===== src/store_pkg.sv =====
// Shared constants and carrier types for the store execution block.
package store_pkg;

   ////////////////////////////////////////////////////////////////////////////
   // Instruction field positions, counted from the least significant bit.
   localparam int PRIM_MSB = 31;
   localparam int PRIM_LSB = 26;
   localparam int SRC_MSB = 25;
   localparam int SRC_LSB = 21;
   localparam int BASE_MSB = 20;
   localparam int BASE_LSB = 16;
   localparam int INDEX_MSB = 15;
   localparam int INDEX_LSB = 11;
   localparam int XO_MSB = 10;
   localparam int XO_LSB = 1;
   localparam int DISP_MSB = 15;
   localparam int DISP_LSB = 0;

   ////////////////////////////////////////////////////////////////////////////
   // Opcodes.
   localparam logic [5:0] OP_INDEXED = 6'h1f;
   localparam logic [5:0] OP_HALF = 6'h2c;
   localparam logic [5:0] OP_HALF_UPD = 6'h2d;
   localparam logic [9:0] XO_FP_SINGLE = 10'h297;
   localparam logic [9:0] XO_HALF_IDX = 10'h197;
   localparam logic [9:0] XO_HALF_UPD_IDX = 10'h1b7;
   localparam logic [9:0] XO_HALF_SWAP = 10'h396;

   ////////////////////////////////////////////////////////////////////////////
   // Store sizes, single-precision packing limits and the zero register number.
   localparam logic [1:0] SIZE_NONE = 2'h0;
   localparam logic [1:0] SIZE_HALF = 2'h1;
   localparam logic [1:0] SIZE_WORD = 2'h2;
   localparam logic [10:0] FP_NORM_LIMIT = 11'h380;
   localparam logic [10:0] FP_NORM_MIN_EXP = 11'h381;
   localparam logic [10:0] FP_DENORM_MIN_EXP = 11'h36a;
   localparam logic [4:0] REG_ZERO = 5'h00;

   typedef struct packed {
      logic [31:0] instr;
      logic [31:0] base_val;
      logic [31:0] index_val;
      logic [31:0] src_val;
      logic [63:0] fpr_val;
   } op_in_t;

   typedef struct packed {
      logic [31:0] addr;
      logic [1:0] size;
      logic [31:0] data;
   } store_req_t;

   typedef struct packed {
      logic [4:0] reg_idx;
      logic [31:0] value;
   } reg_wb_t;

endpackage


===== src/fp_single_pack.sv =====
// Packs a double-precision register image into a single-precision storage word.
`timescale 1ns/10ps
module fp_single_pack
   import store_pkg::*;
(
   input wire logic [63:0] double_i,
   output logic [31:0] single_o
);

   logic [10:0] exp_field;
   logic [10:0] exp_gap;
   logic [23:0] frac;

   // Rounding is not modelled: in-range values are truncated, as the store
   // path only moves bits and never touches the status register.
   always_comb begin
      exp_field = double_i[62:52];
      exp_gap = FP_NORM_MIN_EXP - exp_field;
      frac = {1'b1, double_i[51:29]} >> exp_gap[4:0];
      if (exp_field > FP_NORM_LIMIT || exp_field == 11'h000) begin
         single_o = {double_i[63:62], double_i[58:29]};
      end else if (exp_field >= FP_DENORM_MIN_EXP) begin
         single_o = {double_i[63], 8'h00, frac[22:0]};
      end else begin
         single_o = {double_i[63:62], double_i[58:29]};
      end
   end

endmodule


===== src/store_half_single_exec.sv =====
// Decode and execution of the single-precision indexed and halfword store group.
`timescale 1ns/10ps
module store_half_single_exec
   import store_pkg::*;
(
   input wire logic clock_i,
   input wire logic reset_n_i,
   input wire logic op_valid_i,
   input wire op_in_t op_i,
   input wire logic store_ack_i,
   input wire logic align_fault_i,
   input wire logic dsi_fault_i,
   output logic op_ready_o,
   output logic store_valid_o,
   output store_req_t store_o,
   output logic wb_valid_o,
   output reg_wb_t wb_o,
   output logic unsupported_o
);

   typedef enum logic {ST_IDLE, ST_STORE} state_t;

   function automatic logic [5:0] prim_of(input logic [31:0] instr);
      prim_of = instr[PRIM_MSB:PRIM_LSB];
   endfunction

   function automatic logic [9:0] xo_of(input logic [31:0] instr);
      xo_of = instr[XO_MSB:XO_LSB];
   endfunction

   function automatic logic [4:0] base_of(input logic [31:0] instr);
      base_of = instr[BASE_MSB:BASE_LSB];
   endfunction

   ////////////////////////////////////////////////////////////////////////////
   // Decode.
   logic [5:0] prim;
   logic [9:0] xo;
   logic [4:0] base_reg_field;
   logic [31:0] disp_ext;
   logic [31:0] idx_ea;
   logic [31:0] disp_ea;
   logic is_fp;
   logic is_half_disp;
   logic is_half_idx;
   logic is_swap;
   logic is_update;
   logic supported;
   logic accept;
   logic [31:0] fp_word;

   fp_single_pack u_pack (
      .double_i(op_i.fpr_val),
      .single_o(fp_word)
   );

   // Bit 0 of an indexed word is never looked at, so indexed forms decode either way.
   always_comb begin
      prim = prim_of(op_i.instr);
      xo = xo_of(op_i.instr);
      base_reg_field = base_of(op_i.instr);
      disp_ext = {{16{op_i.instr[DISP_MSB]}}, op_i.instr[DISP_MSB:DISP_LSB]};
      idx_ea = (base_reg_field != REG_ZERO) ? op_i.base_val + op_i.index_val
                                            : op_i.index_val;
      disp_ea = (base_reg_field != REG_ZERO) ? op_i.base_val + disp_ext : disp_ext;
      is_fp = prim == OP_INDEXED && xo == XO_FP_SINGLE;
      is_swap = prim == OP_INDEXED && xo == XO_HALF_SWAP;
      is_half_idx = prim == OP_INDEXED && (xo == XO_HALF_IDX || xo == XO_HALF_UPD_IDX);
      is_half_disp = prim == OP_HALF || prim == OP_HALF_UPD;
      is_update = prim == OP_HALF_UPD || (prim == OP_INDEXED && xo == XO_HALF_UPD_IDX);
      supported = is_fp || is_swap || is_half_idx || is_half_disp;
      accept = op_valid_i && op_ready_o;
   end

   ////////////////////////////////////////////////////////////////////////////
   // Sequencing: one store in flight, then an optional base write-back.
   state_t state;
   state_t next_state;
   logic next_op_ready;
   logic next_store_valid;
   store_req_t next_store;
   logic next_wb_valid;
   reg_wb_t next_wb;
   logic next_unsupported;
   logic upd_pending;
   logic next_upd_pending;
   logic [4:0] upd_reg;
   logic [4:0] next_upd_reg;

   always_comb begin
      next_state = state;
      next_op_ready = op_ready_o;
      next_store_valid = store_valid_o;
      next_store = store_o;
      next_wb_valid = 1'b0;
      next_wb = wb_o;
      next_unsupported = 1'b0;
      next_upd_pending = upd_pending;
      next_upd_reg = upd_reg;
      case (state)
         ST_IDLE: begin
            if (accept && supported) begin
               next_state = ST_STORE;
               next_op_ready = 1'b0;
               next_store_valid = 1'b1;
               next_store.addr = is_half_disp ? disp_ea : idx_ea;
               if (is_fp) begin
                  next_store.size = SIZE_WORD;
                  next_store.data = fp_word;
               end else if (is_swap) begin
                  next_store.size = SIZE_HALF;
                  next_store.data = {16'h0000, op_i.src_val[7:0], op_i.src_val[15:8]};
               end else begin
                  next_store.size = SIZE_HALF;
                  next_store.data = {16'h0000, op_i.src_val[15:0]};
               end
               // Only update forms with a nonzero base ever arm the write-back.
               next_upd_pending = is_update && base_reg_field != REG_ZERO;
               next_upd_reg = base_reg_field;
            end else if (accept) begin
               next_unsupported = 1'b1;
            end
         end
         ST_STORE: begin
            if (store_ack_i) begin
               next_state = ST_IDLE;
               next_op_ready = 1'b1;
               next_store_valid = 1'b0;
               next_upd_pending = 1'b0;
               // A faulting access must leave the base register as it was.
               if (upd_pending && !align_fault_i && !dsi_fault_i) begin
                  next_wb_valid = 1'b1;
                  next_wb.reg_idx = upd_reg;
                  next_wb.value = store_o.addr;
               end
            end
         end
         default: begin
            next_state = ST_IDLE;
            next_op_ready = 1'b1;
            next_store_valid = 1'b0;
            next_upd_pending = 1'b0;
         end
      endcase
   end

   // No status, exception or condition outputs exist: the only register the
   // block can change is the base register through the write-back port.
   always_ff @(posedge clock_i) begin
      if (!reset_n_i) begin
         state <= ST_IDLE;
         op_ready_o <= 1'b1;
         store_valid_o <= 1'b0;
         store_o <= '0;
         wb_valid_o <= 1'b0;
         wb_o <= '0;
         unsupported_o <= 1'b0;
         upd_pending <= 1'b0;
         upd_reg <= REG_ZERO;
      end else begin
         state <= next_state;
         op_ready_o <= next_op_ready;
         store_valid_o <= next_store_valid;
         store_o <= next_store;
         wb_valid_o <= next_wb_valid;
         wb_o <= next_wb;
         unsupported_o <= next_unsupported;
         upd_pending <= next_upd_pending;
         upd_reg <= next_upd_reg;
      end
   end

   ////////////////////////////////////////////////////////////////////////////
   // Checks.
   a_fp_word: assert property (@(posedge clock_i) disable iff (!reset_n_i)
      accept && prim_of(op_i.instr) == OP_INDEXED && xo_of(op_i.instr) == XO_FP_SINGLE
      |=> store_valid_o && store_o.size == SIZE_WORD && store_o.data == $past(fp_word))
      else $error("single store word wrong");

   a_index_ea: assert property (@(posedge clock_i) disable iff (!reset_n_i)
      accept && prim_of(op_i.instr) == OP_INDEXED && supported
      |=> store_o.addr == ($past(base_of(op_i.instr)) != REG_ZERO
          ? $past(op_i.base_val) + $past(op_i.index_val) : $past(op_i.index_val)))
      else $error("indexed address wrong");

   a_disp_ea: assert property (@(posedge clock_i) disable iff (!reset_n_i)
      accept && (prim_of(op_i.instr) == OP_HALF || prim_of(op_i.instr) == OP_HALF_UPD)
      |=> store_o.addr == ($past(base_of(op_i.instr)) != REG_ZERO
          ? $past(op_i.base_val) + {{16{$past(op_i.instr[15])}}, $past(op_i.instr[15:0])}
          : {{16{$past(op_i.instr[15])}}, $past(op_i.instr[15:0])}))
      else $error("displacement address wrong");

   a_half_data: assert property (@(posedge clock_i) disable iff (!reset_n_i)
      accept && (prim_of(op_i.instr) == OP_HALF || is_half_idx)
      |=> store_o.size == SIZE_HALF && store_o.data == {16'h0000, $past(op_i.src_val[15:0])})
      else $error("halfword data wrong");

   a_swap_data: assert property (@(posedge clock_i) disable iff (!reset_n_i)
      accept && is_swap
      |=> store_o.data[15:8] == $past(op_i.src_val[7:0])
          && store_o.data[7:0] == $past(op_i.src_val[15:8]) && store_o.size == SIZE_HALF)
      else $error("byte-reversed data wrong");

   a_update_arm: assert property (@(posedge clock_i) disable iff (!reset_n_i)
      accept && is_update && base_of(op_i.instr) != REG_ZERO
      |=> upd_pending && upd_reg == $past(base_of(op_i.instr)))
      else $error("update not armed");

   a_update_wb: assert property (@(posedge clock_i) disable iff (!reset_n_i)
      store_valid_o && store_ack_i && upd_pending && !align_fault_i && !dsi_fault_i
      |=> wb_valid_o && wb_o.value == $past(store_o.addr) && wb_o.reg_idx == $past(upd_reg))
      else $error("update write-back wrong");

   a_wb_cause: assert property (@(posedge clock_i) disable iff (!reset_n_i)
      wb_valid_o |-> $past(store_valid_o && store_ack_i && upd_pending
                           && !align_fault_i && !dsi_fault_i))
      else $error("write-back without faultless update");

   a_no_update: assert property (@(posedge clock_i) disable iff (!reset_n_i)
      accept && supported && !(is_update && base_of(op_i.instr) != REG_ZERO)
      |=> !upd_pending ##1 !wb_valid_o)
      else $error("base updated by non-update store");

   a_wb_target: assert property (@(posedge clock_i) disable iff (!reset_n_i)
      wb_valid_o |-> wb_o.reg_idx != REG_ZERO && !store_valid_o)
      else $error("write-back target wrong");

   a_bit_ignored: assert property (@(posedge clock_i) disable iff (!reset_n_i)
      accept && prim_of(op_i.instr) == OP_INDEXED && (xo_of(op_i.instr) == XO_HALF_IDX
         || xo_of(op_i.instr) == XO_FP_SINGLE || xo_of(op_i.instr) == XO_HALF_SWAP)
      |=> store_valid_o && !unsupported_o)
      else $error("indexed form refused");

endmodule


===== config.mk =====
export PLATFORM = sky130hd
export DESIGN_NAME = store_half_single_exec
export DESIGN_NICKNAME = d
export VERILOG_FILES = /design/src/store_pkg.sv /design/src/fp_single_pack.sv /design/src/store_half_single_exec.sv
export SDC_FILE = /design/constraint.sdc
export NUM_CORES = 1
export LEC_CHECK = 0
export ABC_AREA = 1
export BUFFER_PORTS_ARGS = -buffer_cell sky130_fd_sc_hd__buf_4
export CORE_MARGIN = 1
export CORE_UTILIZATION = 40
export CTS_BUF_LIST = sky130_fd_sc_hd__clkbuf_8
export CTS_CLUSTER_DIAMETER = 100
export CTS_CLUSTER_SIZE = 10
export DETAILED_ROUTE_END_ITERATION = 10
export GPL_TIMING_DRIVEN = 0
export HOLD_SLACK_MARGIN = 0.12
export PLACE_DENSITY = 0.66
export SYNTH_ARGS = -nofsm -noshare
export SYNTH_HDL_FRONTEND = slang
export SYNTH_HIERARCHICAL = 1
export SYNTH_SLANG_ARGS = --single-unit
export TNS_END_PERCENT = 100

===== constraint.sdc =====
create_clock -name clock_i -period 3.11 [get_ports clock_i]
set_input_delay 0.4665 -clock clock_i [delete_from_list [all_inputs] [get_ports clock_i]]
set_output_delay 0.4665 -clock clock_i [all_outputs]
set_load 0.01 [all_outputs]

Word-level counts from Yosys, hierarchy flattened
Cells that the tools add are included.
{"block": "op_classes", "n_addsub": 3, "magnitude_cmp": 2, "eq_ne": 9, "shift": 1, "n_mux": 20, "bitwise_logic": 2, "n_reduce_logical": 25}
{"operator": "$mux 32", "count": 3}
{"operator": "$add 32x32->32", "count": 2}
{"operator": "$mux 31", "count": 2}
{"operator": "$mux 34", "count": 1}
{"operator": "$shr 24x5->23", "count": 1}
{"operator": "$eq 10x10->1 const B", "count": 2}
{"operator": "$eq 10x9->1 const B", "count": 2}
{"operator": "$mux 16", "count": 1}
{"operator": "$eq 6x6->1 const B", "count": 2}
{"operator": "$ge 11x10->1 const B", "count": 1}
{"operator": "$gt 11x10->1 const B", "count": 1}
{"operator": "$logic_not 11->1", "count": 1}
{"operator": "$logic_and 1x1->1", "count": 9}
{"operator": "$mux 1", "count": 9}
{"operator": "$pmux 1 s2", "count": 4}
{"operator": "$logic_or 1x1->1", "count": 7}
{"operator": "$eq 6x5->1 const B", "count": 1}
{"operator": "$reduce_and 3->1", "count": 2}
{"operator": "$reduce_bool 5->1", "count": 1}
{"operator": "$sub 1x5->5 const A", "count": 1}
{"operator": "$ne 2x2->1 const B", "count": 2}
{"operator": "$reduce_and 2->1", "count": 2}
{"operator": "$reduce_or 3->1", "count": 1}
{"operator": "$logic_not 1->1", "count": 2}
{"operator": "$not 1->1", "count": 2}
{"block": "word_totals", "regBits": 114, "inputBits": 198, "out_inout_bits": 107, "elab_cells": 74}

Logic depth before layout (Yosys ltp)
{"block": "depth", "ltp_word": 8, "mapped_depth": 16, "ltp_nobuf": 15}

Modules after synthesis
Netlist, hierarchy kept.
{"mod": "store_half_single_exec", "instances": 1, "cells_per_inst": 1794, "area_per_inst_um2": 10072.2, "seq_area_each_um2": 2282.2}
{"mod": "fp_single_pack", "instances": 1, "cells_per_inst": 331, "area_per_inst_um2": 1519.0, "seq_area_each_um2": 0.0}

Worst setup path before layout
Ideal clock, no wire load.
{"block": "synth_path", "kind": "input to register", "from": "input op_i[53] in the netlist's numbering", "to": "register store_o[14] in the netlist's numbering", "setup_time_ps": 70, "t_arrival_ps": 2226, "required_time_ps": 3040, "slack_ps": 813, "stages": 15, "path_buffers": 3, "path_cell_list": "buf_6 inv_2 buf_2 ha_1 nand2_1 o21bai_1 nand3_2 nor2_4 buf_6 nand2_1 o21ai_1 nand2_1 o21ai_0 nand2_1 a21oi_1"}
{"block": "synth_between", "elab_chain_len": 5, "elab_cells_between_ends": 9, "classes_between": "1 x add/sub; 2 x order compare; 1 x shift; 3 x mux; 2 x reduce/logical"}
{"item": "from (decl)", "line_no": "store_half_single_exec.sv:9", "text": "input wire op_in_t op_i,"}
{"item": "$sub 1x5->5", "line_no": "fp_single_pack.sv:18", "text": "exp_gap = FP_NORM_MIN_EXP - exp_field;"}
{"item": "$shr 24x5->23", "line_no": "fp_single_pack.sv:19", "text": "frac = {1'b1, double_i[51:29]} >> exp_gap[4:0];"}
{"item": "$mux 31", "line_no": "fp_single_pack.sv:22", "text": "end else if (exp_field >= FP_DENORM_MIN_EXP) begin"}
{"item": "$mux 31 (*)", "line_no": "fp_single_pack.sv:20", "text": "if (exp_field > FP_NORM_LIMIT || exp_field == 11'h000) begin"}
{"item": "net fp_word[14]", "line_no": "store_half_single_exec.sv:50", "text": "logic [31:0] fp_word;"}
{"item": "$mux 34 (*)", "line_no": "store_half_single_exec.sv:107", "text": "if (is_fp) begin"}
{"item": "to (signal assigned)", "line_no": "store_half_single_exec.sv:164", "text": "store_o <= next_store;"}
{"item": "to (decl)", "line_no": "store_half_single_exec.sv:15", "text": "output store_req_t store_o,"}
The timed path passes the listed nets; every way through them passes the cells marked *.
A chain may end at the register's enable or synchronous reset.

Worst setup path after layout
{"block": "layout_path", "from": "input op_i[53] in the netlist's numbering", "to": "register store_o[4] in the netlist's numbering"}
The elaborated chain is that of the path after synthesis.

==> results.yml <==
outcome:
  status: "finished clean"
global_routing:
  antenna_found_initial: 0
  grt_util_all_layers_pct: 35.3
  grt_pass1_vias: 13500
  grt_pass1_wl_um: 78400
  grt_max_degree: 19
  gr-total-overflow: 0
critical_path:
  endpoint_kind: "register"
  cp_max_fo: 10
  crit_type: "input pin to register"
  critPathArrivalTime_ns: 3.37
  worstPathRequired_ns: 3.46
  reg2reg_slack_ns: 0.94
  slowest_stage: "xor2_2"
  path_cells: "buf_4 -> buf_6 -> inv_2 -> buf_2 -> ha_1 -> xor2_2 -> inv_2 -> buf_2 -> nand3_1 -> nand3_1 -> a21oi_1 -> nand2_1 -> o21ai_1 -> nand2_1 -> a21oi_1"
  critPathLaunchType: "input pin"
  critical-path-max-stage-delay_ns: 0.52
drt:
  routed_wl_um: 52300
  drc: 0
  highest_layer: "met4"
  via_count: 14700
  dr_wl_met3_um: 4080
  route.met2.wl_um: 22700
  first_iter_violations: 1485
  drt-met1-wl_um: 24200
  routed_via_density: 5.29
  wl_per_cell_um: 18.8
  drt_pre_antenna_iters: 6
  ant_nets: 0
sta:
  slew_headroom_pct: 28.7
  maxSlewViolCount: 0
  tightest_slew_ns: 1.06
  finalHoldViolCount: 0
  finalSetupViolCount: 0
  fin_crit_sh_pct: 97.0
  rsz0062_at_grt: "false"
  fmax_ghz: 0.331
  min_period_ns: 3.02
  skew_ns: 0.0263
  fin_tns_setup_ns: 0
yosys:
  yosys.area.top_type: "nand2_1"
  synthCells: 2125
  synth_area_per_cell_um2: 5.45
  syn_area_mm2: 0.0116
  synth-edff-count: 0
  synthFlopType: "dfxtp_1"
  syn_nets: 2389
  synth-async-reset-ratio_pct: 0
  yosysWarnings: 6
  synthTopCellsByArea: "nand2_1 23%, dfxtp_1 20%, inv_1 9.5%, nand3_1 9.1%, nor2_1 8.4%"
  yosys.area.top_type_share_pct: 22.8
  ys_ff_latch: 114
  ys_types: 47
  ys_seq_area_share_pct: 19.7
place:
  placed_area_mm2: 0.0140
  io_buffers: 253
  gp_congestion: 1.01
  dpl.hpwl_um: 43700
pwr:
  p_int_w: 0.00269
  p_comb_share_pct: 37.4
  p_leak_nw: 8.00
  finalPower_w: 0.00454
  swShare_pct: 40.8
  powerDensity_mw_per_mm2: 317
  p_sw_w: 0.00185
  p_seq_share_pct: 32.5
  clkPwrFrac_pct: 30.1
  peakVddDrop_mv: 0.299
finish:
  largest_reg_flops: 66
  antenna_cells: 0
  final_util_pct: 50.9
  finalNetCount: 2661
  drive_gt1_share_pct: 14.5
  area_growth_pct: 23.7
  postLayoutCellArea_mm2: 0.0143
  nFillCells: 3060
clock_tree:
  clock_latency_ns: 0.43
  root_buffer: "clkbuf_8"
  clkTransAtPathRegs_ns: 0.09
  htree_num_levels: 4
  cts.sinks: 114
  cts_buffers: 17
  cts_setup_buffers: 0
  clockBufferDepth: 2
  cts_resized: 0
  cts_tree: "yes"
  cts_hold_buffers: 0
floorplanning:
  core_mm2: 0.0282
  design.portCount: 305
  initial_core_util_pct: 41.2
  num_rows: 61
  dieArea_mm2: 0.0297
  die-width_um: 172
  die_h_um: 172
flow_run:
  drv_cap: 0
min_path:
  holdCritPathClass: "input pin to register"
through the flow:
stage / hold slack [ns] / worst slack (ns) / std cells
6_report: 0.307 / 0.0928 / 2787
5_1_grt: 0.288 / 0.0175 / 2787
4_1_cts: 0.297 / 0.0892 / 2787
3_5_place_dp: 0.452 / -0.353 / 2756
3_3_place_gp: 0.446 / -0.403 / 2756
2_1_floorplan: 0.444 / 0.813 / 2125
path summary, 6_finish.rpt:
kind | startpoint | end | cells past startpoint
setup / recovery | op_i[53] | store_o[4] | 15
hold / removal | op_i[63] | store_o[31] | 3
setup reg to reg | state | wb_o[15] | 6
hold reg to reg | store_valid_o | store_valid_o | 2
cells in the mapped netlist, drive strengths merged (10+ instances only):
cell type,number
inv,300
o21ai,153
nor2,265
dfxtp,114
nand4,10
nor3,10
a21oi,140
clkbuf,39
buf,42
nand2,706
xor2,23
nand3,214
ha,64
cell families (layout without fill, tap and decap cells):
| kind of cell | Yosys count | after routing | share of synthesized area, % |
|---|---|---|---|
| flops | 114 | 114 | 19.7 |
| fa+ha+maj | 66 | 66 | 7.25 |
| buf+inv | 383 | 667 | 13.5 |
| compound gates | 311 | 311 | 13.8 |
| mux | 2 | 2 | 0.173 |
| simple gates | 1221 | 1221 | 43.5 |
| xor+xnor | 28 | 28 | 2.18 |
cells in the final DEF, fill, tap and decap left out, types with 10 or more instances in the layout:
cell and instances:
ha_1 64, a21oi_1 140, o21ai_0 130, nand3_1 211, buf_4 257, dfxtp_1 114, o21ai_1 23, xor2_1 22
buf_2 24, nand2_1 704, buf_6 10, nor2_1 260, clkbuf_8 17, clkbuf_1 36, inv_1 294
power groups by stage:
stage          sequential (W)  clock (W)  combinational, W
6_report              0.00148    0.00137           0.00170
5_1_grt               0.00148    0.00146           0.00187
4_1_cts               0.00148    0.00138           0.00166
3_5_place_dp          0.00151          0           0.00166
3_3_place_gp          0.00151          0           0.00166
2_1_floorplan         0.00151          0           0.00102
worst max-delay path: cells and delay by family:
family / cells / cell delay, ns
compound gates: 3 / 0.54
buf+inv: 6 / 1.10
fa+ha+maj: 1 / 0.30
simple gates: 4 / 0.42
xor+xnor: 1 / 0.52
metal layers:
metal | GRT usage [%] | vias to the layer above
li1 | - | 7260
met1 | 49.7 | 6805
met2 | 55.7 | 609
met3 | 4.30 | 71
met4 | 11.0 | 0
met5 | 0 | -
final cells by class:
| class | count | area (um2) | share of cell area (%) |
|---|---|---|---|
| Clock buffer | 17 | 234 | 1.63 |
| Sequential cell | 114 | 2280 | 15.9 |
| Multi-Input combinational cell | 1628 | 7750 | 54.0 |
| Clock inverter | 14 | 133 | 0.925 |
| Tap cell | 378 | 473 | 3.30 |
| Inverter | 302 | 1140 | 7.93 |
| Buffer | 81 | 429 | 2.99 |
| Timing Repair Buffer | 253 | 1900 | 13.3 |
(Power assumes the default switching activity.)
